$ cat config.mk
export PLATFORM = sky130hd
export DESIGN_NAME = cmsir_regs
export DESIGN_NICKNAME = d
export VERILOG_FILES = /design/src/cmsir_pkg.sv /design/src/cmsir_regs.sv
export SDC_FILE = /design/constraint.sdc
export NUM_CORES = 1
export LEC_CHECK = 0
export ABC_AREA = 1
export ABC_CLOCK_PERIOD_IN_PS = 1700
export BUFFER_PORTS_ARGS = -buffer_cell sky130_fd_sc_hd__buf_2
export CAP_MARGIN = 40
export CORE_MARGIN = 3
export CORE_UTILIZATION = 48
export CTS_BUF_LIST = sky130_fd_sc_hd__clkbuf_16
export CTS_CLUSTER_DIAMETER = 60
export CTS_CLUSTER_SIZE = 14
export DETAILED_ROUTE_END_ITERATION = 10
export HOLD_SLACK_MARGIN = 0.03
export PLACE_DENSITY_LB_ADDON = 0.12
export SLEW_MARGIN = 10
export SYNTH_ARGS = -nofsm -noshare
export SYNTH_HDL_FRONTEND = slang
export SYNTH_SLANG_ARGS = --single-unit
$ cat constraint.sdc
create_clock -name aclk -period 1.7 [get_ports aclk]
set_input_delay 0.17 -clock aclk [delete_from_list [all_inputs] [get_ports aclk]]
set_output_delay 0.17 -clock aclk [all_outputs]
set_load 0.01 [all_outputs]
$ cat src/cmsir_pkg.sv
// Purpose: constants for the cell monitor status and interrupt register bank
// Assumes: 32-bit axi4-lite data, one aligned word per register
// Notes: offsets are register indices, byte address is index times four
package cmsir_pkg;
   // ==========================================================
   // register indices
   localparam logic [7:0] CMSIR_IDX_OPERATION = 8'h02;
   localparam logic [7:0] CMSIR_IDX_PROGRESS = 8'h03;
   localparam logic [7:0] CMSIR_IDX_SOFT_RESET = 8'h04;
   localparam logic [7:0] CMSIR_IDX_MASK = 8'h05;
   localparam logic [7:0] CMSIR_IDX_FLAGS = 8'h06;
   localparam logic [7:0] CMSIR_IDX_CELL_LOW = 8'h08;
   localparam logic [7:0] CMSIR_IDX_BALANCE = 8'h09;
   localparam logic [7:0] CMSIR_IDX_CONTROL = 8'h01;
   localparam logic [7:0] CMSIR_IDX_THRESHOLD = 8'h10;
   // ==========================================================
   // progress encodings
   localparam logic [1:0] CMSIR_PROG_IDLE = 2'h0;
   localparam logic [1:0] CMSIR_PROG_RUN = 2'h1;
   localparam logic [1:0] CMSIR_PROG_DONE = 2'h2;
   localparam logic [1:0] CMSIR_PROG_CANCEL = 2'h3;
   // ==========================================================
   // field positions
   localparam int CMSIR_BIT_DONE = 0;
   localparam int CMSIR_BIT_TIMER = 1;
   localparam int CMSIR_BIT_LENGTH = 2;
   localparam int CMSIR_BIT_LOW = 3;
   localparam int CMSIR_BIT_CHECKSUM = 4;
   localparam int CMSIR_BIT_POWERUP = 5;
   localparam int CMSIR_BIT_TEST = 6;
   localparam int CMSIR_BIT_RESTART = 1;
   localparam int CMSIR_BIT_TIMER_EN = 3;
   localparam int CMSIR_BIT_REQUEST = 0;
   // ==========================================================
   // reset values
   localparam logic [7:0] CMSIR_RST_FLAGS = 8'h20;
   localparam logic [7:0] CMSIR_RST_ZERO = 8'h00;
   localparam logic [7:0] CMSIR_RST_CONTROL = 8'h08;
   localparam logic [11:0] CMSIR_RST_THRESHOLD = 12'h570;
   localparam logic [1:0] CMSIR_RESP_OKAY = 2'h0;
   localparam logic [1:0] CMSIR_RESP_SLVERR = 2'h2;
   typedef enum logic [1:0] {CMSIR_S_IDLE, CMSIR_S_RUN} cmsir_conv_t;
endpackage

$ cat src/cmsir_regs.sv
// Purpose: status, interrupt and cell control registers of a cell monitor
// Assumes: conversion engine, timer and serial checker report events as pulses
// Notes: axi4-lite slave, one write and one read outstanding at a time
`timescale 1ns/1ps
module cmsir_regs
   import cmsir_pkg::*;
(
   input wire logic aclk,
   input wire logic aresetn,
   input wire logic [31:0] s_axi_awaddr,
   input wire logic [2:0] s_axi_awprot,
   input wire logic s_axi_awvalid,
   output logic s_axi_awready,
   input wire logic [31:0] s_axi_wdata,
   input wire logic [3:0] s_axi_wstrb,
   input wire logic s_axi_wvalid,
   output logic s_axi_wready,
   output logic [1:0] s_axi_bresp,
   output logic s_axi_bvalid,
   input wire logic s_axi_bready,
   input wire logic [31:0] s_axi_araddr,
   input wire logic [2:0] s_axi_arprot,
   input wire logic s_axi_arvalid,
   output logic s_axi_arready,
   output logic [31:0] s_axi_rdata,
   output logic [1:0] s_axi_rresp,
   output logic s_axi_rvalid,
   input wire logic s_axi_rready,
   input wire logic conversion_finished,
   input wire logic slow_timer_elapsed,
   input wire logic bad_frame_length,
   input wire logic checksum_fault,
   input wire logic factory_test_active,
   input wire logic cell_sample_valid,
   input wire logic [2:0] cell_sample_index,
   input wire logic [11:0] cell_sample_value,
   output logic conversion_start,
   output logic conversion_abort,
   output logic slow_timer_restart,
   output logic slow_timer_enable,
   output logic [11:0] low_cell_threshold,
   output logic [5:0] cell_balance_enable,
   output logic irq
);
   // ==========================================================
   // decode
   function automatic logic [7:0] reg_index(input logic [31:0] addr);
      reg_index = addr[9:2];
   endfunction

   function automatic logic is_mapped(input logic [7:0] idx);
      case (idx)
         CMSIR_IDX_CONTROL, CMSIR_IDX_OPERATION, CMSIR_IDX_PROGRESS, CMSIR_IDX_SOFT_RESET,
         CMSIR_IDX_MASK, CMSIR_IDX_FLAGS, CMSIR_IDX_CELL_LOW, CMSIR_IDX_BALANCE,
         CMSIR_IDX_THRESHOLD: is_mapped = 1'b1;
         default: is_mapped = 1'b0;
      endcase
   endfunction

   logic [31:0] aw_addr_reg;
   logic aw_have_reg;
   logic [31:0] w_data_reg;
   logic [3:0] w_strb_reg;
   logic w_have_reg;
   logic [7:0] widx;
   logic [7:0] ridx;
   logic wr_fire;
   logic rd_fire;
   logic wr_lane0;
   logic [1:0] progress_reg;
   logic [4:0] flags_reg;
   logic powerup_reg;
   logic test_reg;
   logic [4:0] mask_reg;
   logic [5:0] cell_low_reg;
   logic [7:0] control_reg;
   logic request_reg;
   logic ack_pending_reg;
   cmsir_conv_t conv_reg;
   logic [4:0] event_vec;
   logic low_event;
   logic rd_flags;
   logic rd_progress;
   logic wr_request;
   logic wr_idle;

   // ==========================================================
   // write channel: address and data taken in either order
   assign widx = reg_index(aw_addr_reg);
   assign wr_fire = aw_have_reg && w_have_reg && !s_axi_bvalid;
   assign wr_lane0 = w_strb_reg[0];

   always_ff @(posedge aclk) begin
      if (!aresetn) begin
         aw_have_reg <= 1'b0;
         w_have_reg <= 1'b0;
         aw_addr_reg <= 32'h0000_0000;
         w_data_reg <= 32'h0000_0000;
         w_strb_reg <= 4'h0;
         s_axi_awready <= 1'b0;
         s_axi_wready <= 1'b0;
         s_axi_bvalid <= 1'b0;
         s_axi_bresp <= CMSIR_RESP_OKAY;
      end else begin
         s_axi_awready <= !aw_have_reg && !s_axi_awready && !s_axi_bvalid;
         s_axi_wready <= !w_have_reg && !s_axi_wready && !s_axi_bvalid;
         if (s_axi_awvalid && s_axi_awready) begin
            aw_have_reg <= 1'b1;
            aw_addr_reg <= s_axi_awaddr;
            s_axi_awready <= 1'b0;
         end
         if (s_axi_wvalid && s_axi_wready) begin
            w_have_reg <= 1'b1;
            w_data_reg <= s_axi_wdata;
            w_strb_reg <= s_axi_wstrb;
            s_axi_wready <= 1'b0;
         end
         if (wr_fire) begin
            aw_have_reg <= 1'b0;
            w_have_reg <= 1'b0;
            s_axi_bvalid <= 1'b1;
            s_axi_bresp <= is_mapped(widx) ? CMSIR_RESP_OKAY : CMSIR_RESP_SLVERR;
         end else if (s_axi_bvalid && s_axi_bready) begin
            s_axi_bvalid <= 1'b0;
         end
      end
   end

   // ==========================================================
   // read channel
   assign ridx = reg_index(s_axi_araddr);
   assign rd_fire = s_axi_arvalid && s_axi_arready;
   assign rd_flags = rd_fire && (ridx == CMSIR_IDX_FLAGS);
   assign rd_progress = rd_fire && (ridx == CMSIR_IDX_PROGRESS);

   always_ff @(posedge aclk) begin
      if (!aresetn) begin
         s_axi_arready <= 1'b0;
         s_axi_rvalid <= 1'b0;
         s_axi_rdata <= 32'h0000_0000;
         s_axi_rresp <= CMSIR_RESP_OKAY;
      end else begin
         s_axi_arready <= !s_axi_arready && !s_axi_rvalid;
         if (rd_fire) begin
            s_axi_arready <= 1'b0;
            s_axi_rvalid <= 1'b1;
            s_axi_rresp <= is_mapped(ridx) ? CMSIR_RESP_OKAY : CMSIR_RESP_SLVERR;
            case (ridx)
               CMSIR_IDX_CONTROL: s_axi_rdata <= {24'h000000, control_reg};
               CMSIR_IDX_OPERATION: s_axi_rdata <= {31'h0, request_reg};
               CMSIR_IDX_PROGRESS: s_axi_rdata <= {30'h0, progress_reg};
               CMSIR_IDX_MASK: s_axi_rdata <= {27'h0, mask_reg};
               CMSIR_IDX_FLAGS: s_axi_rdata <= {25'h0, test_reg, powerup_reg, flags_reg};
               CMSIR_IDX_CELL_LOW: s_axi_rdata <= {26'h0, cell_low_reg};
               CMSIR_IDX_BALANCE: s_axi_rdata <= {26'h0, cell_balance_enable};
               CMSIR_IDX_THRESHOLD: s_axi_rdata <= {20'h00000, low_cell_threshold};
               default: s_axi_rdata <= 32'h0000_0000;
            endcase
         end else if (s_axi_rvalid && s_axi_rready) begin
            s_axi_rvalid <= 1'b0;
         end
      end
   end

   // ==========================================================
   // configuration registers
   always_ff @(posedge aclk) begin
      if (!aresetn) begin
         control_reg <= CMSIR_RST_CONTROL;
         mask_reg <= CMSIR_RST_ZERO[4:0];
         cell_balance_enable <= CMSIR_RST_ZERO[5:0];
         low_cell_threshold <= CMSIR_RST_THRESHOLD;
         slow_timer_enable <= CMSIR_RST_CONTROL[CMSIR_BIT_TIMER_EN];
         slow_timer_restart <= 1'b0;
      end else begin
         slow_timer_restart <= 1'b0;
         slow_timer_enable <= control_reg[CMSIR_BIT_TIMER_EN];
         if (wr_fire && wr_lane0) begin
            case (widx)
               CMSIR_IDX_CONTROL: control_reg <= w_data_reg[7:0];
               CMSIR_IDX_MASK: mask_reg <= w_data_reg[4:0];
               // all six enables stored independently
               CMSIR_IDX_BALANCE: cell_balance_enable <= w_data_reg[5:0];
               CMSIR_IDX_SOFT_RESET:
                  slow_timer_restart <= w_data_reg[CMSIR_BIT_RESTART]
                     && control_reg[CMSIR_BIT_TIMER_EN];
               default: ;
            endcase
            if (widx == CMSIR_IDX_THRESHOLD && w_strb_reg[1]) begin
               low_cell_threshold <= w_data_reg[11:0];
            end
         end
      end
   end

   // ==========================================================
   // conversion request and progress
   assign wr_request = wr_fire && wr_lane0 && (widx == CMSIR_IDX_OPERATION);
   assign wr_idle = wr_request && !w_data_reg[CMSIR_BIT_REQUEST];

   always_ff @(posedge aclk) begin
      if (!aresetn) begin
         conv_reg <= CMSIR_S_IDLE;
         request_reg <= 1'b0;
         progress_reg <= CMSIR_PROG_IDLE;
         ack_pending_reg <= 1'b0;
         conversion_start <= 1'b0;
         conversion_abort <= 1'b0;
      end else begin
         conversion_start <= 1'b0;
         conversion_abort <= 1'b0;
         case (conv_reg)
            CMSIR_S_IDLE: begin
               if (rd_progress && progress_reg != CMSIR_PROG_RUN) begin
                  progress_reg <= CMSIR_PROG_IDLE;
               end
               if (ack_pending_reg && rd_flags) begin
                  request_reg <= 1'b0;
                  ack_pending_reg <= 1'b0;
               end
               // no progress read needed before a new start
               if (wr_request && w_data_reg[CMSIR_BIT_REQUEST]) begin
                  request_reg <= 1'b1;
                  ack_pending_reg <= 1'b0;
                  progress_reg <= CMSIR_PROG_RUN;
                  conversion_start <= 1'b1;
                  conv_reg <= CMSIR_S_RUN;
               end else if (wr_idle) begin
                  request_reg <= 1'b0;
               end
            end
            CMSIR_S_RUN: begin
               // reads do not touch progress here
               if (wr_idle) begin
                  request_reg <= 1'b0;
                  progress_reg <= CMSIR_PROG_CANCEL;
                  conversion_abort <= 1'b1;
                  conv_reg <= CMSIR_S_IDLE;
               end else if (conversion_finished) begin
                  progress_reg <= CMSIR_PROG_DONE;
                  ack_pending_reg <= 1'b1;
                  conv_reg <= CMSIR_S_IDLE;
               end
            end
            default: conv_reg <= CMSIR_S_IDLE;
         endcase
      end
   end

   // ==========================================================
   // event flags, set beats clear
   assign low_event = cell_sample_valid && (cell_sample_index < 3'd6)
      && (cell_sample_value < low_cell_threshold);
   assign event_vec = {checksum_fault, low_event, bad_frame_length, slow_timer_elapsed,
      conversion_finished && conv_reg == CMSIR_S_RUN && !wr_idle};

   genvar gi;
   generate
      for (gi = 0; gi < 5; gi++) begin : g_flag
         always_ff @(posedge aclk) begin
            if (!aresetn) begin
               flags_reg[gi] <= CMSIR_RST_FLAGS[gi];
            end else if (event_vec[gi]) begin
               flags_reg[gi] <= 1'b1;
            end else if (rd_flags) begin
               flags_reg[gi] <= 1'b0;
            end
         end
      end
      for (gi = 0; gi < 6; gi++) begin : g_cell
         always_ff @(posedge aclk) begin
            if (!aresetn) begin
               cell_low_reg[gi] <= CMSIR_RST_ZERO[gi];
            end else if (low_event && cell_sample_index == 3'(gi)) begin
               cell_low_reg[gi] <= 1'b1;
            end
         end
      end
   endgenerate

   always_ff @(posedge aclk) begin
      if (!aresetn) begin
         powerup_reg <= CMSIR_RST_FLAGS[CMSIR_BIT_POWERUP];
         test_reg <= CMSIR_RST_FLAGS[CMSIR_BIT_TEST];
      end else begin
         test_reg <= factory_test_active;
         if (rd_flags) begin
            powerup_reg <= 1'b0;
         end
      end
   end

   // ==========================================================
   // interrupt level; powerup and test bits left out
   always_ff @(posedge aclk) begin
      if (!aresetn) begin
         irq <= 1'b0;
      end else begin
         irq <= |(flags_reg & ~mask_reg);
      end
   end
endmodule

==> impl_metrics.csv, run 1 <==
group,metric,value,unit
power,ir_worst_vdd,0.631,mV
power,p_leak,0.00263,µW
layout,utilization,59.9,%
timing,clock_skew,0.00648,ns
route,routedWlPerCell,13.4,µm
placement,gp_congestion,0.896,
timing,relSlewSlack,65.1,%
yosys,synth_edf_count,0,
setup_path,worstSetupStartpointType,"register",
global_route,grt_overflow,0,
setup_path,end_kind,"register",
setup_path,slowest_stage,"dfxtp_2",
route,vias,4488,
setup_path,cp_top_family,"simple AND/OR/NAND/NOR gates",
clocking,cts_tree,"done",
die,io_pins,198,
layout,antenna_cells,0,
timing,post-route-period-util,95.2,%
setup_path,cpPeakStageDelay,0.35,ns
outcome,status,"finished clean",
clocking,cts.sinks,98,
setup_path,path_buf_inv,1,
placement,dpl.hpwl,9310,µm
layout,area_delta_synth_final,19.9,%
worst_hold_path,holdCritPathClass,"in -> reg",
yosys,ys_types,36,
yosys,dominantRegCellSynth,"dfxtp_1",
yosys,netlist.area_leader.share,41.9,%
layout,nets,895,
global_route,grt_pass1_wl,19800,µm
placement,port-buffer-count,99,
yosys,netlist_instances,645,
global_route,busiest_layer,"met2",
global_route,grt_pass1_vias,4099,
timing,rsz0062_at_grt,"true",
setup_path,path_class,"reg -> reg",
layout,multi_input_area,0.00224,mm²
yosys,yosysMostFrequentCell,"nand2_1",
global_route,met1_usage,29.1,%
die,rows,35,
die,die_h,105,µm
yosys,async_reset_ff_share,0,%
timing,slew_violations,0,
flow_run,cap_viol_max_count,0,
clocking,clk_pin_slew_worst_paths,0.07,ns
global_route,antenna_found_initial,0,
layout,fillCellCount,937,
die,die_w,105,µm
global_route,track_usage,21.8,%
timing,finalCriticalPeriod,1.62,ns
yosys,yosysSeqAreaShare,41.9,%
clocking,cts_root_buf,"clkbuf_16",
route,viasPerCell,5.08,
yosys,synth.avg_cell_area,7.26,µm²
yosys,ys_top_cells_by_area,"dfxtp_1 42%, nand2_1 8.0%, a21oi_1 6.6%",
yosys,syn_area,0.00468,mm²
route,drc_errors,0,
setup_path,path_max_fanout,7,
global_route,grt_start_max_net_pins,39,
yosys,ys_warn_count,0,
global_route,use_met3,3.21,%
yosys,synth_seq_cells,98,
setup_path,path_common_cell,"nand2_1",
timing,final-hold-violation-count,0,
timing,tightest_slew,0.523,ns
clocking,clockBufferDepth,2,
die,die_area,0.0110,mm²
clocking,cts_buffers,9,
layout,regArea,0.00196,mm²
global_route,met2_usage,36.9,%
die,start_util,50.0,%
layout,layout-drive-gt1-share,24.0,%
timing,hold_slack,0.0393,ns
setup_path,critPathRequiredTime,1.92,ns
setup_path,worstPathCellList,"inv_1 > ha_1 > nand2_1 > nor2_1 > nand3_1 > nor2_2 > nand2_2 > nand2_1 > a21oi_1",
route,dr.pass1.iters,5,
setup_path,arrival,1.84,ns
timing,setup_violations,0,
yosys,synthTopCellsByCount,"100 x nand2_1, 98 x dfxtp_1, 72 x inv_1",
route,routed_wl,11800,µm
clocking,htreeDepth,3,
route,first_iter_violations,186,
route,detail-route-antenna-nets,0,
clocking,clk-insertion-delay-late,0.34,ns
power,powerDensity,895,mW/mm²
die,core,0.00937,mm²
yosys,synth_top_cell_by_area,"dfxtp_1",
timing,fmax,618,MHz
## worst register-to-register path: stages, from the launching register on
cell,delay [ns]
dfxtp_2,0.35
inv_1,0.09
ha_1,0.30
nand2_1,0.06
nor2_1,0.14
nand3_1,0.14
nor2_2,0.11
nand2_2,0.11
nand2_1,0.12
a21oi_1,0.07
## where the power goes
group          total [µW]  switching, µW  leakage [µW]  internal, µW
Clock                2100            938      0.000149          1170
Combinational         487            309       0.00168           178
Sequential           2430           60.3      0.000798          2370
## stage by stage
stage          setup TNS [ns]  setup WS [ns]  power, µW  area, µm²  std cells
4_1_cts                     0         0.0457       5040       5590        884
6_report                    0         0.0811       5030       5610        884
3_3_place_gp                0          0.102       2960       5270        867
3_5_place_dp                0         0.0684       2970       5270        867
2_1_floorplan               0          0.225       2830       4760        666
5_1_grt               -0.0250        -0.0160       5240       5610        884
## metal layers
metal | part of all wire [%] | vias up
li1 | - | 2279
met4 | 1.0 | 0
met1 | 46 | 2044
met5 | 0 | -
met3 | 5.8 | 10
met2 | 47 | 155
## layout make-up
cell class | count | area share, %
inverters | 83 | 5.57
well taps | 129 | 2.88
clock inverters | 7 | 1.58
repair buffers | 115 | 11.0
clock buffers | 9 | 4.01
multi-input cells | 443 | 39.9
flip-flops and latches | 98 | 35.0
## layout by cell type (no fill, tap or decap), types with 2 or more instances in the layout
cell       instances
nor2_2             9
nand4_1            5
nor2_1            66
inv_1             72
buf_2             99
nor4_1             2
buf_4             15
ha_1              11
conb_1            22
a21oi_1           61
o21ai_0           43
o211ai_2           3
nor2_4             6
nand3_2            2
clkinv_4           3
nor3_1             9
dfxtp_1           96
nand3_1           61
dfxtp_2            2
nand2_2           10
o211ai_1           5
nand2_1           98
nor3_2             4
clkbuf_16          9
o21ai_1           17
inv_2              9
## timing repair
| action | CTS | global route |
|---|---|---|
| hold buffers | 1 | 0 |
| gates resized for setup | 0 | 9 |
| setup endpoints to repair | 0 | 13 |
| setup buffers | 0 | 0 |
| hold endpoints to repair | 1 | 0 |
## path summary, 6_finish.rpt
kind	cells after the start	to	slack (ns)	startpoint
min reg2reg	1	s_axi_wready$_SDFF_PP0_	0.44	s_axi_wready$_SDFF_PP0_
max reg2reg	9	flags_reg[3]$_SDFFE_PN0P_	0.08	low_cell_threshold[11]$_SDFFE_PN0P_
max	9	flags_reg[3]$_SDFFE_PN0P_	0.08	low_cell_threshold[11]$_SDFFE_PN0P_
min	3	flags_reg[2]$_SDFFE_PN0P_	0.04	bad_frame_length
## logic make-up after synthesis
kind of cell	Yosys count	synth area share [%]
other cells	1	0.0801
fa+ha+maj	11	2.94
flops	98	41.9
simple gates	276	27.5
buf+inv	125	12.3
compound gates	134	15.3
Note: power is estimated with default switching activity, not from simulation.
==> inputs of run 2 (changes only) <==
--- a/config.mk
+++ b/config.mk
@@ -15,8 +15,9 @@
 export CTS_CLUSTER_DIAMETER = 60
 export CTS_CLUSTER_SIZE = 14
 export DETAILED_ROUTE_END_ITERATION = 10
+export GPL_TIMING_DRIVEN = 0
 export HOLD_SLACK_MARGIN = 0.03
-export PLACE_DENSITY_LB_ADDON = 0.12
+export PLACE_DENSITY = 0.8
 export SLEW_MARGIN = 10
 export SYNTH_ARGS = -nofsm -noshare
 export SYNTH_HDL_FRONTEND = slang
==> impl_metrics.csv, run 2 (same netlist as run 1, synthesis figures left out) <==
group,metric,value,unit
power,p_seq_share,49.5,%
timing,setup_violations,0,
global_route,grt_overflow,0,
route,routedWlPerCell,14.4,µm
worst_hold_path,whs_path_depth,3,
global_route,grt_pass1_vias,4551,
layout,fillCellCount,918,
timing,hold_slack,0.0396,ns
power,power.total,4910,µW
timing,post-route-period-util,96.5,%
power,switching_power,1320,µW
setup_path,worstPathCellList,"inv_1 > ha_1 > nand2_1 > nor2_1 > nand3_1 > nor2_1 > nand2_2 > nand3_1 > a21oi_1",
setup_path,arrival,1.85,ns
clocking,cts_root_buf,"clkbuf_16",
route,drc_errors,0,
power,internal_power,3600,µW
timing,finalCriticalPeriod,1.64,ns
layout,final_cells,911,
global_route,grt_pass1_wl,21600,µm
layout,area_delta_synth_final,22.5,%
power,ir_worst_vdd,0.540,mV
global_route,use_met3,4.45,%
clocking,cts.sinks,98,
worst_hold_path,min_to,"test_reg$_SDFF_PN0_",
route,dr.pass1.iters,5,
layout,antenna_cells,0,
global_route,met1_usage,29.5,%
placement,gp_congestion,0.963,
flow_run,cap_viol_max_count,0,
timing,slew_violations,0,
layout,nets,922,
die,io_pins,198,
die,start_util,50.0,%
setup_path,r2r-end,"cell_low_reg[3]$_SDFFE_PN0P_",
die,die_w,105,µm
power,p_leak,0.00272,µW
global_route,track_usage,24.1,%
setup_path,path_max_fanout,7,
die,rows,35,
layout,final_common_cell,"buf_2",
power,powerDensity,857,mW/mm²
setup_path,critPathLaunch,"low_cell_threshold[9]$_SDFFE_PN0P_",
route,viasPerCell,5.13,
route,first_iter_violations,253,
worst_hold_path,worstHoldStart,"factory_test_active",
clocking,cts_buffers,9,
placement,placed_area,0.00542,mm²
route,routed_wl,13100,µm
setup_path,critPathRequiredTime,1.91,ns
clocking,htreeDepth,3,
route,vias,4675,
timing,rsz0062_at_grt,"true",
setup_path,path_class,"reg -> reg",
layout,layout-drive-gt1-share,25.4,%
clocking,clk-insertion-delay-late,0.35,ns
setup_path,end_kind,"register",
global_route,antenna_found_initial,0,
clocking,clockBufferDepth,2,
global_route,grt_start_max_net_pins,19,
setup_path,r2r_start,"low_cell_threshold[9]$_SDFFE_PN0P_",
die,core,0.00937,mm²
worst_hold_path,holdCritPathClass,"in -> reg",
setup_path,cp_top_family,"simple AND/OR/NAND/NOR gates",
global_route,met2_usage,42.0,%
setup_path,cpPeakStageDelay,0.35,ns
power,clkPwrFrac,39.4,%
layout,post-route-cell-area,0.00573,mm²
global_route,busiest_layer,"met2",
timing,clock_skew,0.00944,ns
setup_path,r2r_slack,0.06,ns
layout,mostFrequentLayoutCells,"105 x buf_2, 98 x nand2_1, 93 x dfxtp_1",
setup_path,slowest_stage,"dfxtp_2",
placement,dpl.hpwl,10300,µm
clocking,cts_tree,"done",
placement,port-buffer-count,99,
timing,fmax,610,MHz
die,die_area,0.0110,mm²
clocking,clk_pin_slew_worst_paths,0.07,ns
layout,multi_input_area,0.00224,mm²
die,die_h,105,µm
timing,final-hold-violation-count,0,
layout,regArea,0.00197,mm²
power,p_comb_share,11.1,%
route,detail-route-antenna-nets,0,
outcome,status,"finished clean",
power,switching_share,26.8,%
setup_path,path_buf_inv,1,
placement,placed_cells,894,
setup_path,worstSetupStartpointType,"register",
setup_path,worstRegToRegCells,9,
run 2: power by group through the flow:
stage / combinational, µW / sequential, µW / clock, µW
after floorplan: 348 / 2480 / 0
after global placement: 516 / 2480 / 0
after detailed placement: 533 / 2490 / 0
after CTS: 538 / 2440 / 1960
after global routing: 617 / 2440 / 2060
final: 544 / 2430 / 1940
run 2: layout make-up:
cell class / instances / area share (%)
Clock inverter: 7 / 1.05
Inverter: 83 / 5.45
Clock buffer: 9 / 3.93
Timing Repair Buffer: 100 / 8.82
Buffer: 42 / 4.58
Multi-Input combinational cell: 443 / 39.0
Tap cell: 129 / 2.81
Sequential cell: 98 / 34.4
run 2: worst max-delay path by stage:
stage,end,depth (start not counted),slack (ns)
after floorplan,cell_low_reg[1]$_SDFFE_PN0P_,9,0.23
after global placement,flags_reg[3]$_SDFFE_PN0P_,9,0.08
after detailed placement,flags_reg[3]$_SDFFE_PN0P_,9,0.03
after CTS,flags_reg[3]$_SDFFE_PN0P_,9,0.009
after global routing,cell_low_reg[3]$_SDFFE_PN0P_,9,-0.07
final,cell_low_reg[3]$_SDFFE_PN0P_,9,0.06
run 2: worst reg2reg max path, delay by kind of cell (launching register included):
family | cells | cell delay (ns)
buffers and inverters | 1 | 0.08
AOI/OAI and AO/OA | 1 | 0.06
adders and majority gates | 1 | 0.30
and+or+nand+nor | 6 | 0.70
DFF | 1 | 0.35
run 2: routing by layer:
layer | vias up | wire [µm]
met3 | 23 | 781
li1 | 2336 | -
met1 | 2154 | 5710
met4 | 0 | 282
met2 | 162 | 6360
met5 | - | 0
run 2: what timing repair did:
item | 4_1_cts | 5_1_grt
setup endpoints to repair | 0 | 7
setup buffers | 0 | 0
gates resized for setup | 0 | 11
hold endpoints to repair | 1 | 0
hold buffers | 1 | 0
run 2: through the flow:
step | setup WS (ns) | TNS (ns) | utilization, %
final | 0.0596 | 0 | 61.2
after global routing | -0.0683 | -0.441 | 61.2
after CTS | 0.00894 | 0 | 61.0
after detailed placement | 0.0294 | 0 | 57.8
after global placement | 0.0826 | 0 | 57.8
after floorplan | 0.225 | 0 | -
==> inputs of run 3 (changes only) <==
--- a/config.mk
+++ b/config.mk
@@ -6,18 +6,18 @@
 export NUM_CORES = 1
 export LEC_CHECK = 0
 export ABC_AREA = 1
-export ABC_CLOCK_PERIOD_IN_PS = 1700
+export ABC_CLOCK_PERIOD_IN_PS = 2100
 export BUFFER_PORTS_ARGS = -buffer_cell sky130_fd_sc_hd__buf_2
 export CAP_MARGIN = 40
 export CORE_MARGIN = 3
-export CORE_UTILIZATION = 48
+export CORE_UTILIZATION = 52
 export CTS_BUF_LIST = sky130_fd_sc_hd__clkbuf_16
 export CTS_CLUSTER_DIAMETER = 60
 export CTS_CLUSTER_SIZE = 14
 export DETAILED_ROUTE_END_ITERATION = 10
 export GPL_TIMING_DRIVEN = 0
 export HOLD_SLACK_MARGIN = 0.03
-export PLACE_DENSITY = 0.8
+export PLACE_DENSITY = 0.86
 export SLEW_MARGIN = 10
 export SYNTH_ARGS = -nofsm -noshare
 export SYNTH_HDL_FRONTEND = slang
==> constraint.sdc (replaced) <==
create_clock -name aclk -period 2.1 [get_ports aclk]
set_input_delay 0.21 -clock aclk [delete_from_list [all_inputs] [get_ports aclk]]
set_output_delay 0.21 -clock aclk [all_outputs]
set_load 0.01 [all_outputs]
==> impl_metrics.csv, run 3 (same netlist as run 1, synthesis figures left out) <==
group,metric,value,unit
setup_path,path_max_fanout,7,
clocking,postCtsSetupBuffers,0,
die,io_pins,198,
global_route,antenna_found_initial,0,
layout,nets,921,
layout,multi_input_area,0.00222,mm²
global_route,track_usage,24.9,%
setup_path,cp_top_family,"simple AND/OR/NAND/NOR gates",
die,die_area,0.0102,mm²
layout,area_delta_synth_final,21.9,%
power,p_leak,0.00273,µW
die,start_util,55.3,%
worst_hold_path,whs_path_depth,2,
power,powerDensity,725,mW/mm²
clocking,cts_buffers,9,
placement,port-buffer-count,99,
placement,placed_cells,870,
timing,rsz0062_at_grt,"false",
die,core,0.00846,mm²
setup_path,critPathLaunch,"low_cell_threshold[11]$_SDFFE_PN0P_",
timing,fin_setup_tns,0,ns
setup_path,worstSetupStartpointType,"register",
layout,fillCellCount,723,
global_route,grt_start_max_net_pins,20,
layout,final_common_cell,"buf_2",
clocking,cts_root_buf,"clkbuf_16",
timing,finalCriticalPeriod,1.68,ns
clocking,cts_resized,0,
flow_run,cap_viol_max_count,0,
layout,final_cells,886,
setup_path,path_class,"reg -> reg",
worst_hold_path,worstHoldStart,"s_axi_bready",
timing,clock_skew,0.00771,ns
setup_path,path_buf_inv,1,
setup_path,path_common_cell,"nand2_1",
timing,slew_violations,0,
clocking,clockBufferDepth,2,
clocking,clk-insertion-delay-late,0.35,ns
route,dr.pass1.iters,5,
route,routedWlPerCell,14.3,µm
setup_path,slowest_stage,"dfxtp_1",
power,ir_worst_vdd,0.477,mV
layout,antenna_cells,0,
route,viasPerCell,5.20,
layout,layout-drive-gt1-share,24.3,%
global_route,grt_pass1_wl,20200,µm
worst_hold_path,holdCritPathClass,"in -> reg",
setup_path,r2r_start,"low_cell_threshold[11]$_SDFFE_PN0P_",
setup_path,worstPathCellList,"inv_1 > ha_1 > nand2_1 > nor2_1 > nand3_1 > nor2_1 > nand2_1 > nand2_1 > a21oi_1",
route,detail-route-antenna-nets,0,
layout,regArea,0.00196,mm²
setup_path,critPathRequiredTime,2.33,ns
placement,dp_slack,0.451,ns
global_route,grt_pass1_vias,4350,
die,die_w,101,µm
route,routed_wl,12700,µm
route,drc_errors,0,
placement,gp_congestion,0.920,
outcome,status,"finished clean",
setup_path,arrival,1.90,ns
setup_path,cp_num_cells,9,
timing,hold_slack,0.0408,ns
timing,post-route-period-util,79.9,%
setup_path,worstRegToRegCells,9,
clocking,cts.sinks,98,
die,rows,33,
setup_path,cpPeakStageDelay,0.36,ns
die,die_h,101,µm
layout,mostFrequentLayoutCells,"105 x buf_2, 100 x nand2_1, 98 x dfxtp_1",
route,vias,4611,
clocking,ctsHoldBuffers,0,
clocking,clk_pin_slew_worst_paths,0.08,ns
timing,final-hold-violation-count,0,
placement,dpl.hpwl,9930,µm
timing,setup_violations,0,
global_route,grt_overflow,0,
timing,fmax,596,MHz
clocking,htreeDepth,3,
clocking,cts_tree,"done",
route,first_iter_violations,325,
setup_path,end_kind,"register",
timing,worst_slack,0.421,ns
layout,utilization,67.4,%
==> run 3: cell types whose count changed in the layout (fill, tap and decap cells not counted), moves of 2 or more <==
cell / before / now
clkinv_2: 3 / 1
nand2_1: 98 / 100
inv_8: 0 / 2
dfxtp_1: 93 / 98
dfxtp_2: 4 / 0
nand2_2: 10 / 8
==> run 3: final cells by class <==
type,instances,area share (%)
plain buffers,42,4.60
clock buffers,9,3.95
clock inverters,7,1.67
inverters,83,5.48
multi-input cells,443,39.0
flip-flops and latches,98,34.4
well taps,105,2.30
repair buffers,99,8.68
==> run 3: power by group <==
part	total, µW	switching [µW]	internal, µW
Clock	1740	775	961
Combinational	432	265	167
Sequential	1970	51.0	1920
==> run 3: final timing paths <==
check,end,slack (ns)
worst max-delay path,flags_reg[3]$_SDFFE_PN0P_,0.42
worst min-delay path,s_axi_bvalid$_SDFFE_PN0P_,0.04
worst max register to register,flags_reg[3]$_SDFFE_PN0P_,0.42
worst min register to register,s_axi_arready$_SDFF_PP0_,0.44
==> run 3: metrics by stage <==
stage,instance area (µm²),total power (µW)
2_1_floorplan,4760,2290
3_3_place_gp,5390,2420
3_5_place_dp,5390,2440
4_1_cts,5710,4150
5_1_grt,5710,4280
6_report,5710,4140
==> run 3: worst reg2reg max path: cells and delay by family (launching register included) <==
kind | cells | cell delay (ns)
AND/OR/NAND/NOR | 6 | 0.73
flip-flops | 1 | 0.36
adder cells (fa/ha/maj) | 1 | 0.30
buffers and inverters | 1 | 0.10
AO/OA/AOI/OAI | 1 | 0.07
==> run 3: metal layers <==
| layer | vias to the layer above | wire length [µm] | track usage [%] |
|---|---|---|---|
| met3 | 26 | 1080 | 5.19 |
| met5 | - | 0 | 0 |
| met2 | 216 | 6040 | 41.9 |
| li1 | 2327 | - | - |
| met4 | 0 | 280 | 10.1 |
| met1 | 2042 | 5260 | 31.0 |
